File: config.mk
export PLATFORM = sky130hd
export DESIGN_NAME = tmcap_top
export DESIGN_NICKNAME = d
export VERILOG_FILES = /design/src/hdl/tmcap_pkg.sv /design/src/hdl/tmcap_capev.sv /design/src/hdl/tmcap_top.sv
export SDC_FILE = /design/constraint.sdc
export NUM_CORES = 1
export LEC_CHECK = 0
export BUFFER_PORTS_ARGS = -buffer_cell sky130_fd_sc_hd__buf_2
export CAP_MARGIN = 10
export CORE_UTILIZATION = 40
export CTS_CLUSTER_DIAMETER = 120
export DETAILED_ROUTE_END_ITERATION = 10
export PLACE_DENSITY = 0.63
export SLEW_MARGIN = 20
export SYNTH_ARGS = -nofsm -noshare
export SYNTH_HDL_FRONTEND = slang
export SYNTH_SLANG_ARGS = --single-unit
File: constraint.sdc
create_clock -name clock -period 2 [get_ports clock]
set_input_delay 0.3 -clock clock [delete_from_list [all_inputs] [get_ports clock]]
set_output_delay 0.3 -clock clock [all_outputs]
set_load 0.01 [all_outputs]
File: src/hdl/tmcap_pkg.sv
package tmcap_pkg;

    // internal source advances once per instruction cycle of four clocks
    localparam int unsigned  INSTR_CLOCKS   = 4;
    localparam logic [1:0]   INSTR_DIV_LAST = 2'(INSTR_CLOCKS - 1);

    // register indices; byte address is four times the index
    localparam logic [5:0]   IDX_CTRL       = 6'h16;
    localparam logic [5:0]   IDX_PERIOD_A   = 6'h17;
    localparam logic [5:0]   IDX_PERIOD_B   = 6'h18;
    localparam logic [5:0]   IDX_COUNT_A    = 6'h19;
    localparam logic [5:0]   IDX_COUNT_B    = 6'h1A;
    localparam logic [5:0]   IDX_WIDE_LOW   = 6'h1B;
    localparam logic [5:0]   IDX_WIDE_HIGH  = 6'h1C;
    localparam logic [5:0]   IDX_WPCA_LOW   = 6'h1D;
    localparam logic [5:0]   IDX_WPCA_HIGH  = 6'h1E;
    localparam logic [5:0]   IDX_CAPB_LOW   = 6'h1F;
    localparam logic [5:0]   IDX_CAPB_HIGH  = 6'h20;
    localparam logic [5:0]   IDX_STATUS     = 6'h21;
    localparam logic [5:0]   IDX_MASK       = 6'h22;
    localparam logic [5:0]   IDX_MODE       = 6'h23;

    // timer_capture_control fields
    localparam int unsigned  CTRL_CS_A      = 0;
    localparam int unsigned  CTRL_CS_B      = 1;
    localparam int unsigned  CTRL_CS_WIDE   = 2;
    localparam int unsigned  CTRL_COMBINE   = 3;
    localparam int unsigned  CTRL_CAPA_LSB  = 4;
    localparam int unsigned  CTRL_CAPB_LSB  = 6;
    localparam logic [7:0]   CTRL_RESET     = 8'h00;

    // status and mask layout
    localparam int unsigned  ST_OVF_A       = 0;
    localparam int unsigned  ST_OVF_B       = 1;
    localparam int unsigned  ST_OVF_WIDE    = 2;
    localparam int unsigned  ST_CAP_A       = 3;
    localparam int unsigned  ST_CAP_B       = 4;
    localparam int unsigned  ST_WIDTH       = 5;
    localparam logic [4:0]   STATUS_RESET   = 5'h00;
    localparam logic [4:0]   MASK_RESET     = 5'h00;

    // mode register: bit 0 turns the wide period pair into capture A
    localparam int unsigned  MODE_CAPA_EN   = 0;
    localparam logic [0:0]   MODE_RESET     = 1'h0;

    localparam logic [7:0]   PERIOD_RESET   = 8'hFF;
    localparam logic [15:0]  WPCA_RESET     = 16'hFFFF;

    localparam logic [3:0]   RISE4_LAST     = 4'h3;
    localparam logic [3:0]   RISE16_LAST    = 4'hF;

    typedef enum logic [1:0] {
        EDGE_FALL,
        EDGE_RISE,
        EDGE_RISE4,
        EDGE_RISE16
    } tmcap_edge_e;

endpackage

File: src/hdl/tmcap_capev.sv
`timescale 1ns/1ns
`default_nettype none
module tmcap_capev
    import tmcap_pkg::*;
(
    input  wire logic       clock,
    input  wire logic       rst_n,
    input  wire logic       pin,
    input  wire logic [1:0] mode,
    output logic            event_p
);

    logic       prev_r;
    logic [3:0] rise_cnt_r;
    logic       rise;
    logic       fall;

    assign rise = pin & ~prev_r;
    assign fall = ~pin & prev_r;

    always_ff @(posedge clock)
    begin
        if (!rst_n)
            prev_r <= 1'b0;
        else
            prev_r <= pin;
    end

    // prescaler keeps counting across mode changes; software
    // should expect a partial first group after switching
    always_ff @(posedge clock)
    begin
        if (!rst_n)
            rise_cnt_r <= 4'h0;
        else if (rise)
            rise_cnt_r <= rise_cnt_r + 4'h1;
    end

    always_comb
    begin
        case (tmcap_edge_e'(mode))
            EDGE_FALL:   event_p = fall;
            EDGE_RISE:   event_p = rise;
            EDGE_RISE4:  event_p = rise && (rise_cnt_r[1:0] == RISE4_LAST[1:0]);
            EDGE_RISE16: event_p = rise && (rise_cnt_r == RISE16_LAST);
            default:     event_p = 1'b0;
        endcase
    end

    chk_fall_mode_event: assert property (
        @(posedge clock) disable iff (!rst_n)
        (mode == 2'h0 && prev_r && !pin) |-> event_p)
        else $error("falling edge did not raise capture event");

    chk_every_fourth: assert property (
        @(posedge clock) disable iff (!rst_n)
        (mode == 2'h2 && event_p) |-> (rise && rise_cnt_r[1:0] == 2'h3))
        else $error("divide-by-four capture at wrong edge");

    chk_every_sixteenth: assert property (
        @(posedge clock) disable iff (!rst_n)
        (mode == 2'h3 && event_p) |-> (rise && rise_cnt_r == 4'hF))
        else $error("divide-by-sixteen capture at wrong edge");

endmodule // tmcap_capev
`default_nettype wire

File: src/hdl/tmcap_top.sv
// Implementation choice: the Avalon-MM slave port.
`timescale 1ns/1ns
`default_nettype none
// Operation
// two independent 8-bit up-counters, each with period register and overflow flag
// internal source advances counters once per instruction cycle, a quarter of clock
// external mode advances 8-bit counters on falling edges of shared clock pin
// combine bit 3 chains both counters into one 16-bit timer
// the two 8-bit counters provide the pwm time base
// third timer is a 16-bit up-counter in high and low byte registers
// one 16-bit pair is third timer period or capture A result
// second pair holds capture B results; third timer is capture time base
// bit 2 selects wide timer source: external falling edge or internal
// bit 1 selects counter B source: shared pin falling edge or internal
// bit 0 selects counter A source: shared pin falling edge or internal
// capture B mode bits 7-6: fall, rise, every 4th, every 16th rise
// capture A mode bits 5-4 use the same edge encoding
// control register fully read/write, cleared to zero by reset
// counter matching its period returns to zero next increment, sets flag
// qualifying capture event copies wide timer into that channel's pair
module tmcap_top
    import tmcap_pkg::*;
(
    input  wire logic        clock,
    input  wire logic        rst_n,
    input  wire logic [7:0]  address,
    input  wire logic        read,
    input  wire logic        write,
    input  wire logic [31:0] writedata,
    output logic      [31:0] readdata,
    output logic             waitrequest,
    input  wire logic        shared_ext_clock_pin,
    input  wire logic        wide_ext_clock_pin,
    input  wire logic        cap_a_pin,
    input  wire logic        cap_b_pin,
    output logic      [7:0]  pwm_base_a,
    output logic      [7:0]  pwm_base_b,
    output logic             pwm_wrap_a,
    output logic             pwm_wrap_b,
    output logic             irq
);

    function automatic logic hit(input logic [7:0] a, input logic [5:0] idx);
        return (a[1:0] == 2'b00) && (a[7:2] == idx);
    endfunction

    logic                ack_r;
    logic [31:0]         readdata_r;
    logic [31:0]         rd_mux;
    logic                wr_go;
    logic [7:0]          wd;
    logic [7:0]          ctrl_r;
    logic [7:0]          period_a_r;
    logic [7:0]          period_b_r;
    logic [7:0]          count_a_r;
    logic [7:0]          count_b_r;
    logic [15:0]         wide_r;
    logic [15:0]         wpca_r;
    logic [15:0]         capb_r;
    logic [ST_WIDTH-1:0] status_r;
    logic [ST_WIDTH-1:0] mask_r;
    logic [ST_WIDTH-1:0] events;
    logic [0:0]          mode_r;
    logic [1:0]          div_r;
    logic                tick;
    logic                shared_prev_r;
    logic                wide_prev_r;
    logic                shared_fall;
    logic                wide_fall;
    logic                combine;
    logic                inc_a;
    logic                inc_b;
    logic                inc_w;
    logic                match_a;
    logic                match_b;
    logic                match16;
    logic                cap_a_en;
    logic                ev_ovf_a;
    logic                ev_ovf_b;
    logic                ev_ovf_w;
    logic [1:0]          cap_ev;
    logic [1:0]          cap_pins;
    logic                wrap_a_r;
    logic                wrap_b_r;
    logic                wr_cnt_a;
    logic                wr_cnt_b;
    logic                wr_wide_lo;
    logic                wr_wide_hi;

    // one wait state: request is taken in its first cycle, answered in the second
    assign waitrequest = (read | write) & ~ack_r;
    assign wr_go       = write & ack_r;
    assign wd          = writedata[7:0];
    assign readdata    = readdata_r;

    always_ff @(posedge clock)
    begin
        if (!rst_n)
            ack_r <= 1'b0;
        else
            ack_r <= (read | write) & ~ack_r;
    end

    always_ff @(posedge clock)
    begin
        if (!rst_n)
            readdata_r <= 32'h0;
        else if (read && !ack_r)
            readdata_r <= rd_mux;
    end

    always_comb
    begin
        rd_mux = 32'h0;
        if (address[1:0] == 2'b00)
        begin
            case (address[7:2])
                IDX_CTRL:      rd_mux = {24'h0, ctrl_r};
                IDX_PERIOD_A:  rd_mux = {24'h0, period_a_r};
                IDX_PERIOD_B:  rd_mux = {24'h0, period_b_r};
                IDX_COUNT_A:   rd_mux = {24'h0, count_a_r};
                IDX_COUNT_B:   rd_mux = {24'h0, count_b_r};
                IDX_WIDE_LOW:  rd_mux = {24'h0, wide_r[7:0]};
                IDX_WIDE_HIGH: rd_mux = {24'h0, wide_r[15:8]};
                IDX_WPCA_LOW:  rd_mux = {24'h0, wpca_r[7:0]};
                IDX_WPCA_HIGH: rd_mux = {24'h0, wpca_r[15:8]};
                IDX_CAPB_LOW:  rd_mux = {24'h0, capb_r[7:0]};
                IDX_CAPB_HIGH: rd_mux = {24'h0, capb_r[15:8]};
                IDX_STATUS:    rd_mux = {27'h0, status_r};
                IDX_MASK:      rd_mux = {27'h0, mask_r};
                IDX_MODE:      rd_mux = {31'h0, mode_r};
                default:       rd_mux = 32'h0;
            endcase
        end
    end

    always_ff @(posedge clock)
    begin
        if (!rst_n)
            ctrl_r <= CTRL_RESET;
        else if (wr_go && hit(address, IDX_CTRL))
            ctrl_r <= wd;
    end

    always_ff @(posedge clock)
    begin
        if (!rst_n)
        begin
            period_a_r <= PERIOD_RESET;
            period_b_r <= PERIOD_RESET;
            mask_r     <= MASK_RESET;
            mode_r     <= MODE_RESET;
        end
        else if (wr_go)
        begin
            if (hit(address, IDX_PERIOD_A))
                period_a_r <= wd;
            if (hit(address, IDX_PERIOD_B))
                period_b_r <= wd;
            if (hit(address, IDX_MASK))
                mask_r <= wd[ST_WIDTH-1:0];
            if (hit(address, IDX_MODE))
                mode_r <= wd[0:0];
        end
    end

    // instruction-cycle prescaler
    assign tick = (div_r == INSTR_DIV_LAST);

    always_ff @(posedge clock)
    begin
        if (!rst_n)
            div_r <= 2'h0;
        else
            div_r <= div_r + 2'h1;
    end

    // pins are synchronous to clock, so one flop suffices for edge detection
    always_ff @(posedge clock)
    begin
        if (!rst_n)
        begin
            shared_prev_r <= 1'b0;
            wide_prev_r   <= 1'b0;
        end
        else
        begin
            shared_prev_r <= shared_ext_clock_pin;
            wide_prev_r   <= wide_ext_clock_pin;
        end
    end

    assign shared_fall = shared_prev_r & ~shared_ext_clock_pin;
    assign wide_fall   = wide_prev_r & ~wide_ext_clock_pin;
    assign combine     = ctrl_r[CTRL_COMBINE];
    assign inc_a       = ctrl_r[CTRL_CS_A] ? shared_fall : tick;
    assign inc_b       = ctrl_r[CTRL_CS_B] ? shared_fall : tick;
    assign inc_w       = ctrl_r[CTRL_CS_WIDE] ? wide_fall : tick;
    assign match_a     = (count_a_r == period_a_r);
    assign match_b     = (count_b_r == period_b_r);
    assign match16     = match_a && match_b;
    assign cap_a_en    = mode_r[MODE_CAPA_EN];
    assign wr_cnt_a    = wr_go && hit(address, IDX_COUNT_A);
    assign wr_cnt_b    = wr_go && hit(address, IDX_COUNT_B);
    assign wr_wide_lo  = wr_go && hit(address, IDX_WIDE_LOW);
    assign wr_wide_hi  = wr_go && hit(address, IDX_WIDE_HIGH);

    // in combined mode counter B counts only on counter A carry
    assign ev_ovf_a = !combine && inc_a && match_a;
    assign ev_ovf_b = combine ? (inc_a && match16) : (inc_b && match_b);
    assign ev_ovf_w = inc_w && (cap_a_en ? (wide_r == 16'hFFFF) : (wide_r == wpca_r));

    always_ff @(posedge clock)
    begin
        if (!rst_n)
            count_a_r <= 8'h00;
        else if (wr_cnt_a)
            count_a_r <= wd;
        else if (combine && inc_a)
            count_a_r <= match16 ? 8'h00 : count_a_r + 8'h01;
        else if (!combine && inc_a)
            count_a_r <= match_a ? 8'h00 : count_a_r + 8'h01;
    end

    always_ff @(posedge clock)
    begin
        if (!rst_n)
            count_b_r <= 8'h00;
        else if (wr_cnt_b)
            count_b_r <= wd;
        else if (combine && inc_a)
        begin
            if (match16)
                count_b_r <= 8'h00;
            else if (count_a_r == 8'hFF)
                count_b_r <= count_b_r + 8'h01;
        end
        else if (!combine && inc_b)
            count_b_r <= match_b ? 8'h00 : count_b_r + 8'h01;
    end

    // pwm time base taps; wrap pulses are registered copies of the overflow events
    assign pwm_base_a = count_a_r;
    assign pwm_base_b = count_b_r;
    assign pwm_wrap_a = wrap_a_r;
    assign pwm_wrap_b = wrap_b_r;

    always_ff @(posedge clock)
    begin
        if (!rst_n)
        begin
            wrap_a_r <= 1'b0;
            wrap_b_r <= 1'b0;
        end
        else
        begin
            wrap_a_r <= ev_ovf_a;
            wrap_b_r <= ev_ovf_b;
        end
    end

    // in capture mode the wide timer free-runs over the full 16 bits
    always_ff @(posedge clock)
    begin
        if (!rst_n)
            wide_r <= 16'h0000;
        else if (wr_wide_lo)
            wide_r[7:0] <= wd;
        else if (wr_wide_hi)
            wide_r[15:8] <= wd;
        else if (inc_w)
            wide_r <= ev_ovf_w ? 16'h0000 : wide_r + 16'h0001;
    end

    generate
        for (genvar i = 0; i < 2; i++)
        begin : g_cap
            tmcap_capev u_capev (
                .clock   (clock),
                .rst_n   (rst_n),
                .pin     (cap_pins[i]),
                .mode    (ctrl_r[CTRL_CAPA_LSB + 2 * i +: 2]),
                .event_p (cap_ev[i])
            );
        end
    endgenerate

    assign cap_pins = {cap_b_pin, cap_a_pin};

    // a capture outranks a software write landing in the same cycle
    always_ff @(posedge clock)
    begin
        if (!rst_n)
            wpca_r <= WPCA_RESET;
        else if (cap_a_en && cap_ev[0])
            wpca_r <= wide_r;
        else if (wr_go && hit(address, IDX_WPCA_LOW))
            wpca_r[7:0] <= wd;
        else if (wr_go && hit(address, IDX_WPCA_HIGH))
            wpca_r[15:8] <= wd;
    end

    always_ff @(posedge clock)
    begin
        if (!rst_n)
            capb_r <= 16'h0000;
        else if (cap_ev[1])
            capb_r <= wide_r;
    end

    always_comb
    begin
        events              = '0;
        events[ST_OVF_A]    = ev_ovf_a;
        events[ST_OVF_B]    = ev_ovf_b;
        events[ST_OVF_WIDE] = ev_ovf_w;
        events[ST_CAP_A]    = cap_a_en && cap_ev[0];
        events[ST_CAP_B]    = cap_ev[1];
    end

    // set wins over a write-one-to-clear in the same cycle
    always_ff @(posedge clock)
    begin
        if (!rst_n)
            status_r <= STATUS_RESET;
        else if (wr_go && hit(address, IDX_STATUS))
            status_r <= (status_r & ~wd[ST_WIDTH-1:0]) | events;
        else
            status_r <= status_r | events;
    end

    assign irq = |(status_r & mask_r);

    chk_tick_spacing: assert property (
        @(posedge clock) disable iff (!rst_n)
        tick |=> !tick [*3] ##1 tick)
        else $error("instruction tick not one in four clocks");

    chk_ctrl_cleared: assert property (
        @(posedge clock) disable iff (!rst_n)
        $rose(rst_n) |-> (ctrl_r == 8'h00 && count_a_r == 8'h00))
        else $error("control not zero after reset");

    chk_a_wrap_flag: assert property (
        @(posedge clock) disable iff (!rst_n)
        (!combine && inc_a && match_a && !wr_cnt_a)
            |=> (count_a_r == 8'h00 && status_r[0] && pwm_wrap_a))
        else $error("counter A did not wrap and flag on period match");

    chk_a_ext_edge: assert property (
        @(posedge clock) disable iff (!rst_n)
        (ctrl_r[0] && !combine && shared_prev_r && !shared_ext_clock_pin
            && !match_a && !wr_cnt_a) |=> (count_a_r == $past(count_a_r) + 8'h01))
        else $error("counter A missed shared pin falling edge");

    chk_a_ext_hold: assert property (
        @(posedge clock) disable iff (!rst_n)
        (ctrl_r[0] && !combine && !(shared_prev_r && !shared_ext_clock_pin)
            && !wr_cnt_a && !wr_cnt_b) |=> (count_a_r == $past(count_a_r)))
        else $error("counter A moved without an external edge");

    chk_b_internal: assert property (
        @(posedge clock) disable iff (!rst_n)
        (!ctrl_r[1] && !combine && tick && !match_b && !wr_cnt_b)
            |=> (count_b_r == $past(count_b_r) + 8'h01))
        else $error("counter B missed instruction tick");

    chk_combined_count: assert property (
        @(posedge clock) disable iff (!rst_n)
        (combine && inc_a && !match16 && !wr_cnt_a && !wr_cnt_b)
            |=> ({count_b_r, count_a_r} == $past({count_b_r, count_a_r}) + 16'h0001))
        else $error("combined 16-bit count did not advance by one");

    chk_wide_ext_edge: assert property (
        @(posedge clock) disable iff (!rst_n)
        (ctrl_r[2] && wide_prev_r && !wide_ext_clock_pin && !ev_ovf_w
            && !wr_wide_lo && !wr_wide_hi) |=> (wide_r == $past(wide_r) + 16'h0001))
        else $error("wide timer missed its pin falling edge");

    chk_cap_a_copy: assert property (
        @(posedge clock) disable iff (!rst_n)
        (cap_a_en && cap_ev[0]) |=> (wpca_r == $past(wide_r) && status_r[3]))
        else $error("capture A did not take the wide timer value");

    chk_cap_b_copy: assert property (
        @(posedge clock) disable iff (!rst_n)
        cap_ev[1] |=> (capb_r == $past(wide_r) && status_r[4]))
        else $error("capture B did not take the wide timer value");

    chk_bus_one_wait: assert property (
        @(posedge clock) disable iff (!rst_n)
        ((read || write) && !ack_r) |-> waitrequest ##1 !waitrequest)
        else $error("bus answer not in second cycle");

endmodule // tmcap_top
`default_nettype wire

==> results.toml <==
[place]
dp.cells = 1279
placed_area_sq_um = 8869
hpwl_microns = 18130
gp_congestion = 0.9422
port_buffers = 51

[yosys]
ys.flop_type = "dfxtp_1"
synth_top_cell_by_area = "dfxtp_1"
netlist.area_leader.share_pct = 33.48
async_reset_ff_share_pct = 0
syn-cell-area_sq_um = 7415
yosys_register_bits = 124
synth-edff-count = 0
yosysSeqAreaShare_pct = 33.48
syn_inst = 910
ys_top_cells_by_area = "dfxtp_1, nand2_1, mux2i_1"
ys_warn_count = 0
avgSynthCellArea_sq_um = 8.148
synth.distinct_cells = 72

[power_and_ir_drop]
power_mw = 6.543
ir_drop_mv = 0.5751
p_per_area_nw_per_um2 = 672.9
p_leak_nw = 4.086

[setup_path]
cp.required_ns = 2.30
max_stage_delay_ns = 0.32
timing.rr.end = "pwm_base_b[1]"
crit_top_cell = "buf_4"
path_cells = "buf_6, xnor2_2, nand4_1, buf_4, nor4_4, buf_4, a21boi_4, a222oi_1, nor2_1"
path_class = "register to register"
cp-startpoint = "pwm_base_a[1]"
cp_slowest_cell = "dfxtp_2"
end_kind = "register"
reg2reg_depth = 9
cp-start-kind = "register"
cp.arrival_ns = 2.28
rrSetupSlack_ns = 0.02
path_max_fanout = 6
r2r_start = "pwm_base_a[1]"

[clock_tree]
insertion_delay_ns = 0.42
cts-root-buf = "clkbuf_16"
numCtsBuffers = 17
clk_pin_slew_worst_paths_ns = 0.06
cts.sinks = 124
cts_tree = "done"
cts_max_path_buffers = 2
h-tree-depth = 4
hold_buffers = 0

[global_route]
grt_max_degree = 55
grt_pass1_wl_microns = 38880
antenna_found_initial = 0
track_usage_pct = 26.65
overflow = 0
first_global_vias = 6970

[die]
die-area_sq_um = 19090
io_pins = 100
die_h_microns = 138.2
die_x_microns = 138.2
rows = 49
core_area_sq_um = 18090
start_util_pct = 41.00

[sta]
fmax_mhz = 504.2
setup_tns_ns = 0
setup_viol = 0
hold_violations = 0
finalCritPeriodShare_pct = 99.17
max-slew-margin-rel_pct = 65.92
fin_crit_ns = 1.983
fin_skew_ns = 0.008761
grt_setup_unrepaired = "true"
worst_pin_slew_ns = 0.5104
finalMaxSlewViolations = 0

[routing]
ant_nets = 0
dr.pass1.iters = 9
drc = 10
wl_microns = 25450
vias_per_cell = 5.776
routedWlPerCell_microns = 19.37
num_vias = 7590
drtIter0Drc = 825

[cells_and_area]
multi_input_area_sq_um = 4672
fillers = 1695
antenna_cells = 0
final_cells = 1314
final_layout_size_suffix_gt1_share_pct = 29.31
fin_nets = 1128
fin_area_sq_um = 9724
regArea_sq_um = 2507
area_growth_pct = 31.15

[min_path]
min_path_type = "input port to register"
min_from = "cap_b_pin"
holdPathStages = 2
hold_path_end = "g_cap[1].u_capev.prev_r"

[run]
cap_violations = 0

[status]
status = "finished, violations left"
failed_checks = "DRC"
-- power by group --
part | leakage, nW | total, mW | internal (mW) | switching (mW)
Sequential | 1.01 | 2.60 | 2.53 | 0.0754
Combinational | 2.78 | 0.736 | 0.321 | 0.416
Clock | 0.295 | 3.21 | 2.07 | 1.13
-- worst max-delay path, delay by kind of cell, from the launching register on --
family | cells | cell delay, ns
DFF | 1 | 0.32
AOI/OAI and AO/OA | 2 | 0.40
xor gates and xnor gates | 1 | 0.11
and+or+nand+nor | 3 | 0.52
buffers and inverters | 3 | 0.51
-- repair_timing --
item | 4_1_cts | 5_1_grt
setup buffers | 0 | 7
endpoints found under the setup margin | 8 | 31
pin swaps | 0 | 26
gates resized for setup | 4 | 43
-- cells by family after synthesis --
family	after synthesis	share of synthesized area (%)
compound gates	193	17.63
xor+xnor	38	4.489
fa+ha+maj	6	1.012
buf+inv	105	7.172
flops	124	33.48
mux	71	11.96
other cells	1	0.05058
simple gates	372	24.20
-- layout by cell type, fill, tap and decap left out, types with 6 or more instances in the layout --
master,count
buf_4,157
nand2_1,131
dfxtp_1,110
nor2_1,93
nand3_1,55
a21oi_1,53
buf_2,51
mux2i_1,47
conb_1,24
xnor2_1,22
o21ai_1,22
a22oi_1,20
clkbuf_16,17
and2_1,15
a31oi_1,13
mux4_2,13
xor2_1,12
mux2_2,11
a22o_1,11
dfxtp_2,11
nor3_1,10
nand4_1,9
o21ai_0,8
o22ai_1,8
buf_12,8
o221ai_1,6
inv_1,6
or3_1,6
o211ai_1,6
-- state kept, by name, indices dropped and copies added, names as in the netlist, 2 cells and up --
register and count:
div_r 2, status_r 5, ctrl_r 8, g_cap.u_capev.rise_cnt_r 8, pwm_base_a 8, period_b_r 8
wide_r 16, capb_r 16, pwm_base_b 8, period_a_r 8, wpca_r 16, readdata 8
g_cap.u_capev.prev_r 2, mask_r 5
-- synth_stat cells (12+ instances only) --
cell / count
a22oi_1: 20
mux4_2: 13
xnor2_1: 26
mux2i_1: 47
nor3_1: 12
a31oi_1: 14
clkbuf_1: 36
xor2_1: 12
nand3_1: 55
nor2_1: 93
dfxtp_1: 124
a21oi_1: 54
buf_2: 29
o21ai_1: 23
and2_1: 15
buf_4: 25
nand2_1: 131
-- cell type report --
class	instances	area share (%)
inverter	8	0.3088
sequential	124	25.78
multi-input combinational	704	48.04
clock inverter	7	1.158
timing repair buffer	219	16.74
clock buffer	23	5.018
tap	229	2.946
-- per-stage QoR --
stage                     worst slack [ns]  util, %  hold WS [ns]
after CTS                        0.0001401    52.49       0.09078
after detailed placement           -0.4215    49.03        0.4168
after global placement             -0.4109    49.03        0.4049
after floorplan                    0.06325        -        0.3992
after global routing              -0.06503    53.77        0.1026
final                              0.01662    53.77        0.1059
-- worst max path at each step --
stage | end | slack (ns) | depth (start not counted)
2_1_floorplan | readdata[1] | 0.06 | 7
3_3_place_gp | pwm_base_b[4] | -0.41 | 8
3_5_place_dp | pwm_base_b[4] | -0.42 | 8
4_1_cts | wide_r[13] | 0.0001 | 8
5_1_grt | wide_r[7] | -0.07 | 7
6_report | pwm_base_b[1] | 0.02 | 9
-- metal layers --
metal / global-route usage (%) / up-vias / wire length, microns
met3: 6.651 / 61 / 2124
li1: - / 3562 / -
met5: 0 / - / 0
met4: 11.89 / 0 / 973
met1: 34.64 / 3633 / 10630
met2: 41.86 / 334 / 11720
Note: power is estimated with default switching activity, not from simulation.
